===== src/spons_pkg.sv =====
package spons_pkg;

  // ==========================================================================
  // register indices, byte address is four times the index
  localparam logic [5:0] IDX_LINK_PIN_CTL  = 6'h0e;
  localparam logic [5:0] IDX_BUS_PIN_CTL   = 6'h0f;
  localparam logic [5:0] IDX_NOTIFY_STS    = 6'h10;
  localparam logic [5:0] IDX_NOTIFY_ENABLE = 6'h11;

  // ==========================================================================
  // field positions
  localparam int BIT_CLK_RELEASE  = 2;
  localparam int BIT_LINE1_LEVEL  = 1;
  localparam int BIT_LINE0_LEVEL  = 0;
  localparam int BIT_DATA_LEVEL   = 1;
  localparam int BIT_CLK_LEVEL    = 0;
  localparam int BIT_NOTIFY       = 0;

  // ==========================================================================
  // reset values
  localparam logic       RST_CLK_RELEASE = 1'b1;
  localparam logic       RST_NOTIFY_STS  = 1'b0;
  localparam logic       RST_NOTIFY_EN   = 1'b0;
  localparam logic [7:0] RST_RDATA       = 8'h00;

  // ==========================================================================
  // carriers
  typedef struct packed {
    logic link_line0;
    logic link_line1;
    logic bus_clk;
    logic bus_data;
    logic slow_clk;
  } spons_pins_s;

  localparam int PINS_W = $bits(spons_pins_s);

  typedef struct packed {
    logic set_pend;
    logic clr_pend;
    logic notify_received;
  } spons_notify_s;

  typedef struct packed {
    logic       waitreq;
    logic [7:0] rdata;
    logic       link_clk_release;
    logic       bus_clk_release;
    logic       notify_enable;
    logic       link_line0_oe_n;
    logic       bus_clk_oe_n;
    logic       irq;
    logic       nack;
    logic       update_allow;
    logic       slow_prev;
  } spons_state_s;

  // ==========================================================================
  // register index decode
  function automatic logic [5:0] spons_index(input logic [7:0] byte_addr);
    spons_index = byte_addr[7:2];
  endfunction

endpackage


===== src/spons_notify.sv =====
`timescale 1ns/1ps
module spons_notify
  import spons_pkg::*;
(
  // clock and reset
  input  wire logic mclk,
  input  wire logic reset,
  // slow domain edge and events
  input  wire logic slow_edge,
  input  wire logic notify_done,
  input  wire logic clear_req,
  // status out
  output logic      notify_received
);

  spons_notify_s st_r;
  spons_notify_s st_nxt;

  // ==========================================================================
  // events wait for the next slow edge
  always_comb
  begin
    st_nxt = st_r;
    if (notify_done)
      st_nxt.set_pend = 1'b1;
    if (clear_req)
      st_nxt.clr_pend = 1'b1;
    if (slow_edge)
    begin
      if (st_r.clr_pend)
        st_nxt.notify_received = 1'b0;
      if (st_r.set_pend)
        st_nxt.notify_received = 1'b1;
      st_nxt.set_pend = notify_done;
      st_nxt.clr_pend = clear_req;
    end
  end

  always_ff @(posedge mclk or posedge reset)
  begin
    if (reset)
      st_r <= '{set_pend: 1'b0, clr_pend: 1'b0, notify_received: RST_NOTIFY_STS};
    else
      st_r <= st_nxt;
  end

  assign notify_received = st_r.notify_received;

endmodule


===== src/spons_sync.sv =====
`timescale 1ns/1ps
module spons_sync
  import spons_pkg::*;
#(
  parameter int W = 1
)
(
  // clock and reset
  input  wire logic         mclk,
  input  wire logic         reset,
  // asynchronous levels in, synchronised levels out
  input  wire logic [W-1:0] async_in,
  output logic      [W-1:0] sync_out
);

  logic [W-1:0] meta_r;
  logic [W-1:0] sync_r;

  // ==========================================================================
  // two flop chain per bit
  genvar g;
  generate
    for (g = 0; g < W; g++)
    begin : g_bit
      always_ff @(posedge mclk or posedge reset)
      begin
        if (reset)
        begin
          meta_r[g] <= 1'b0;
          sync_r[g] <= 1'b0;
        end
        else
        begin
          meta_r[g] <= async_in[g];
          sync_r[g] <= meta_r[g];
        end
      end
    end
  endgenerate

  assign sync_out = sync_r;

endmodule


===== src/spons_top.sv =====
// Contract
// - link clock release zero forces line0 low
// - link release one leaves line0 to logic
// - link bit1 reads line1 level
// - link bit0 read-only line0 level
// - bus release zero forces clock low
// - bus release one leaves clock alone
// - bus bit1 read-only data level
// - bus bit0 read-only clock level
// - registers reset only by resume reset
// - set notify bit on completed notify
// - write one clears, zero no effect
// - notify registers update only when clear
// - nack new notify while bit set
// - interrupt is status and enable
`timescale 1ns/1ps
module spons_top
  import spons_pkg::*;
(
  // clock and reset
  input  wire logic        mclk,
  input  wire logic        reset,
  // avalon-mm slave
  input  wire logic [7:0]  address,
  input  wire logic        read,
  input  wire logic        write,
  input  wire logic [31:0] writedata,
  input  wire logic [3:0]  byteenable,
  output logic      [31:0] readdata,
  output logic             waitrequest,
  // pins and slow clock
  input  wire logic        link_line0_pin_i,
  input  wire logic        link_line1_pin_i,
  input  wire logic        bus_clk_pin_i,
  input  wire logic        bus_data_pin_i,
  input  wire logic        slow_clk,
  output logic             link_line0_pin_o,
  output logic             link_line0_pin_oe_n,
  output logic             bus_clk_pin_o,
  output logic             bus_clk_pin_oe_n,
  // link and bus engines
  input  wire logic        link_line0_drive_low,
  input  wire logic        bus_clk_drive_low,
  input  wire logic        notify_done,
  output logic             notify_nack,
  output logic             notify_update_allow,
  // interrupt
  output logic             notify_irq
);

  spons_state_s st_r;
  spons_state_s st_nxt;
  spons_pins_s  pins_async;
  spons_pins_s  pins_sync;
  logic         slow_edge;
  logic         bus_req;
  logic         bus_acc;
  logic [5:0]   idx;
  logic         clear_req;
  logic         notify_received;
  logic [7:0]   rd_val;

  // ==========================================================================
  // input synchronisers
  assign pins_async = '{link_line0: link_line0_pin_i, link_line1: link_line1_pin_i,
                        bus_clk: bus_clk_pin_i, bus_data: bus_data_pin_i, slow_clk: slow_clk};

  spons_sync #(.W(PINS_W)) u_sync
  (
    .mclk     (mclk),
    .reset    (reset),
    .async_in (pins_async),
    .sync_out (pins_sync)
  );

  assign slow_edge = pins_sync.slow_clk & ~st_r.slow_prev;

  // ==========================================================================
  // bus decode
  assign bus_req   = read | write;
  assign bus_acc   = bus_req & ~st_r.waitreq;
  assign idx       = spons_index(address);

  assign clear_req = bus_acc & write & byteenable[0] & (address[1:0] == 2'b00)
                     & (idx == IDX_NOTIFY_STS) & writedata[BIT_NOTIFY];

  // ==========================================================================
  // notify status in slow domain
  // write lands at slow edge
  spons_notify u_notify
  (
    .mclk            (mclk),
    .reset           (reset),
    .slow_edge       (slow_edge),
    .notify_done     (notify_done),
    .clear_req       (clear_req),
    .notify_received (notify_received)
  );

  // ==========================================================================
  // read mux
  always_comb
  begin
    rd_val = 8'h00;
    if (address[1:0] == 2'b00)
    begin
      unique case (idx)
        IDX_LINK_PIN_CTL:
        begin
          rd_val[BIT_CLK_RELEASE] = st_r.link_clk_release;
          rd_val[BIT_LINE1_LEVEL] = pins_sync.link_line1;
          rd_val[BIT_LINE0_LEVEL] = pins_sync.link_line0;
        end
        IDX_BUS_PIN_CTL:
        begin
          rd_val[BIT_CLK_RELEASE] = st_r.bus_clk_release;
          rd_val[BIT_DATA_LEVEL]  = pins_sync.bus_data;
          rd_val[BIT_CLK_LEVEL]   = pins_sync.bus_clk;
        end
        IDX_NOTIFY_STS:
          rd_val[BIT_NOTIFY] = notify_received;
        IDX_NOTIFY_ENABLE:
          rd_val[BIT_NOTIFY] = st_r.notify_enable;
        default:
          rd_val = 8'h00;
      endcase
    end
  end

  // ==========================================================================
  // next state
  always_comb
  begin
    st_nxt           = st_r;
    st_nxt.slow_prev = pins_sync.slow_clk;

    // bus handshake: one wait cycle, then answer
    if (bus_acc)
      st_nxt.waitreq = 1'b1;
    else if (bus_req)
    begin
      st_nxt.waitreq = 1'b0;
      st_nxt.rdata   = read ? rd_val : 8'h00;
    end

    // register writes take effect at the answering edge
    if (bus_acc & write & byteenable[0] & (address[1:0] == 2'b00))
    begin
      unique case (idx)
        IDX_LINK_PIN_CTL:
          st_nxt.link_clk_release = writedata[BIT_CLK_RELEASE];
        IDX_BUS_PIN_CTL:
          st_nxt.bus_clk_release = writedata[BIT_CLK_RELEASE];
        IDX_NOTIFY_ENABLE:
          st_nxt.notify_enable = writedata[BIT_NOTIFY];
        default:
          st_nxt.notify_enable = st_r.notify_enable;
      endcase
    end

    st_nxt.link_line0_oe_n = ~(~st_r.link_clk_release | link_line0_drive_low);
    st_nxt.bus_clk_oe_n    = ~(~st_r.bus_clk_release | bus_clk_drive_low);

    st_nxt.irq          = notify_received & st_r.notify_enable;
    st_nxt.nack         = notify_received;
    st_nxt.update_allow = ~notify_received;
  end

  // ==========================================================================
  // state register
  // resume reset only
  always_ff @(posedge mclk or posedge reset)
  begin
    if (reset)
    begin
      st_r.waitreq          <= 1'b1;
      st_r.rdata            <= RST_RDATA;
      st_r.link_clk_release <= RST_CLK_RELEASE;
      st_r.bus_clk_release  <= RST_CLK_RELEASE;
      st_r.notify_enable    <= RST_NOTIFY_EN;
      st_r.link_line0_oe_n  <= 1'b1;
      st_r.bus_clk_oe_n     <= 1'b1;
      st_r.irq              <= 1'b0;
      st_r.nack             <= 1'b0;
      st_r.update_allow     <= 1'b1;
      st_r.slow_prev        <= 1'b0;
    end
    else
      st_r <= st_nxt;
  end

  // ==========================================================================
  // outputs
  assign readdata            = {24'h000000, st_r.rdata};
  assign waitrequest         = st_r.waitreq;
  assign link_line0_pin_o    = 1'b0;
  assign link_line0_pin_oe_n = st_r.link_line0_oe_n;
  assign bus_clk_pin_o       = 1'b0;
  assign bus_clk_pin_oe_n    = st_r.bus_clk_oe_n;
  assign notify_nack         = st_r.nack;
  assign notify_update_allow = st_r.update_allow;
  assign notify_irq          = st_r.irq;

endmodule


===== config.mk =====
export PLATFORM = sky130hd
export DESIGN_NAME = spons_top
export DESIGN_NICKNAME = d
export VERILOG_FILES = /design/src/spons_pkg.sv /design/src/spons_notify.sv /design/src/spons_sync.sv /design/src/spons_top.sv
export SDC_FILE = /design/constraint.sdc
export NUM_CORES = 1
export LEC_CHECK = 0
export ABC_AREA = 0
export BUFFER_PORTS_ARGS = -buffer_cell sky130_fd_sc_hd__buf_2
export CELL_PAD_IN_SITES_DETAIL_PLACEMENT = 1
export CELL_PAD_IN_SITES_GLOBAL_PLACEMENT = 2
export CORE_UTILIZATION = 22
export CTS_BUF_LIST = sky130_fd_sc_hd__clkbuf_4
export CTS_CLUSTER_SIZE = 12
export DETAILED_ROUTE_END_ITERATION = 10
export PLACE_DENSITY_LB_ADDON = 0.1
export SKIP_LAST_GASP = 1
export SLEW_MARGIN = 20
export SYNTH_ARGS = -nofsm -noshare
export SYNTH_HDL_FRONTEND = slang
export SYNTH_SLANG_ARGS = --single-unit
export TNS_END_PERCENT = 20

===== constraint.sdc =====
create_clock -name mclk -period 1.4 [get_ports mclk]
set_input_delay 0.07 -clock mclk [delete_from_list [all_inputs] [get_ports mclk]]
set_output_delay 0.07 -clock mclk [all_outputs]
set_load 0.01 [all_outputs]

==> results.yml <==
detailed_routing:
  wl_met1_um: 915
  drt-wirelength-per-cell_um: 9.58
  drt-pass1-iter-count: 4
  wl_met3_um: 135
  drc_errors: 0
  drtAntennaViolNets: 0
  first_iter_violations: 21
  dr_wl_met2_um: 1020
  viasPerCell: 3.51
  highest_layer: "met4"
  wirelength_um: 2090
  num_vias: 765
setup_path:
  cp-end-kind: "flop"
  crit_slowest_cell: "dfstp_2"
  startpoint_type: "flop"
  cp.arrival_ps: 1470
  cp-startpoint: "waitrequest"
  crit_end: "st_r[6]"
  reg2reg_slack_ps: 160
  r2r_cells: 3
  crit_path_max_fanout: 5
  crit_path_max_incr_delay_ps: 420
  crit_chain: "nand4b_4 > nor3b_2 > mux2_1"
  critPathKind: "reg2reg"
  crit_required_ps: 1620
  reg2reg_from: "waitrequest"
  rr_endpoint: "st_r[6]"
timing:
  hold_viol_final: 0
  rsz0062_at_grt: "false"
  fmax_mhz: 805
  fin_skew_ps: 3.59
  setup_tns_ps: 0
  finalSetupViolCount: 0
  slew_viol_final: 0
  finalCritPeriodShare_pct: 88.8
  layout_min_cycle_time_ps: 1240
clock_network:
  root_buffer: "clkbuf_4"
  clk_pin_slew_worst_paths_ps: 150
  cts_tree: "yes"
  cts-resized-gates: 0
  cts_buffer_depth: 2
  cts_made_buffers: 3
  cts_setup_buffers: 0
  cts_max_level: 1
  insertion_delay_ps: 320
  clkSinkCount: 26
grt:
  grtUsageTotal_pct: 8.13
  grt.overflow.total: 0
  grt_pass1_wl_um: 3680
  grt_pass1_vias: 803
  antenna_found_initial: 0
  grt_max_degree: 27
placed_design:
  gp_congestion: 0.660
  dp_hpwl_um: 1610
  placed_area_um2: 1320
  port_buffers: 31
finish:
  layout-drive-gt1-share_pct: 30.4
  mostFrequentLayoutCells: "conb_1 (31), buf_2 (31), dfrtp_1 (20)"
  diodes: 0
  area_growth_pct: 23.5
  register_area_um2: 658
  multiInputGateArea_um2: 380
  stdcell_area_um2: 1490
  fin_nets: 205
  n_fill_cell: 617
synthesis:
  syn_area_per_cell_um2: 11.6
  ys_seq_area_share_pct: 54.6
  ys_seq_elements: 26
  syn_inst: 104
  yosysTopAreaCellShare_pct: 41.5
  synth_top_area_cell: "dfrtp_1"
  yosys_warnings: 0
  syn-cell-area_um2: 1200
  ys_types: 27
  synth_area_leaders: "dfrtp_1 (42%), buf_4 (21%), dfstp_2 (13%)"
floorplanning:
  die_h_um: 76.0
  placement_rows: 26
  die_w_um: 76.0
  start_util_pct: 23.1
  ios: 96
  dieArea_um2: 5780
  core-area_um2: 5200
power_and_ir_drop:
  p_leak_nw: 0.750
  power_density_nw_per_um2: 1050
  peakVddDrop_mv: 0.433
flow_run:
  cap_violations: 0
min_path:
  hold_class: "in2reg"
run_status:
  status: "completed"
==> logic make-up after synthesis <==
kind of cell	after synthesis	share of synthesized area [%]
multiplexers	6	5.30
flip-flops	26	54.6
buffers and inverters	40	23.2
AO/OA/AOI/OAI	9	5.19
other	1	0.311
AND/OR/NAND/NOR	21	10.7
XOR/XNOR	1	0.727
==> per-stage QoR <==
step | utilization (%) | hold WS [ps] | cells | worst slack, ps | total power [mW]
after floorplan | - | 101 | 134 | 208 | 1.02
after detailed placement | 25.3 | 149 | 202 | 90.6 | 1.03
after global placement | 25.3 | 141 | 202 | 121 | 1.03
after CTS | 28.6 | 13.4 | 218 | 142 | 1.59
final | 28.6 | 23.7 | 218 | 157 | 1.56
after global routing | 28.6 | 5.10 | 218 | 46.7 | 1.65
==> worst min path at each step <==
stage	startpoint	to	slack, ps	cells after the start
final	write	waitrequest	20	3
after global routing	write	waitrequest	5	3
after floorplan	slow_clk	u_sync.meta_r[0]	100	0
after global placement	reset	u_sync.meta_r[0]	140	3
after CTS	write	waitrequest	10	3
after detailed placement	reset	u_sync.meta_r[0]	150	3
==> Yosys cell counts, drive strengths merged <==
cell type / number
nor2: 5
conb: 1
xnor2: 1
nor2b: 2
o22ai: 1
a2bb2oi: 1
mux2i: 3
dfstp: 6
nand4b: 1
buf: 35
mux2: 3
nor4: 1
and2: 2
nand2b: 1
nand3: 1
o31ai: 2
a32o: 1
a21o: 1
nor3: 2
nand4: 1
o21ai: 3
dfrtp: 20
nand2: 4
nor3b: 1
inv: 5
==> layout make-up <==
type	count	share of cell area, %
clock buffers	3	1.51
inverters	5	1.26
flip-flops and latches	26	44.2
multi-input cells	68	25.6
well taps	70	5.89
repair buffers	45	19.5
clock inverters	1	2.02
==> report_power, final <==
part	internal [mW]	total, mW	switching [mW]
logic	0.0964	0.213	0.117
registers	0.802	0.831	0.0292
clock network	0.289	0.519	0.229
total	1.19	1.56	0.375
==> routing by layer <==
| metal | vias up | GRT usage (%) |
|---|---|---|
| li1 | 363 | - |
| met1 | 364 | 8.93 |
| met2 | 36 | 14.6 |
| met3 | 2 | 2.99 |
| met4 | 0 | 2.31 |
| met5 | - | 0 |
==> sequential cells by signal (all words and copies together) (netlist names) <==
signal,count
notify_update_allow,1
waitrequest,1
bus_clk_pin_oe_n,1
readdata,3
u_sync.meta_r,5
u_notify.st_r,2
notify_nack,1
u_sync.sync_out,5
st_r,4
u_notify.notify_received,1
notify_irq,1
link_line0_pin_oe_n,1
==> critical path, delay by kind of cell (launching register included) <==
kind	cells	cell delay (ps)
flip-flops	1	420
AND/OR/NAND/NOR	2	380
multiplexers	1	340
==> what timing repair did <==
action,CTS,global route
hold endpoints to repair,32,0
hold buffers,12,0
endpoints found under the setup margin,0,0
Note: power is estimated with default switching activity, not from simulation.
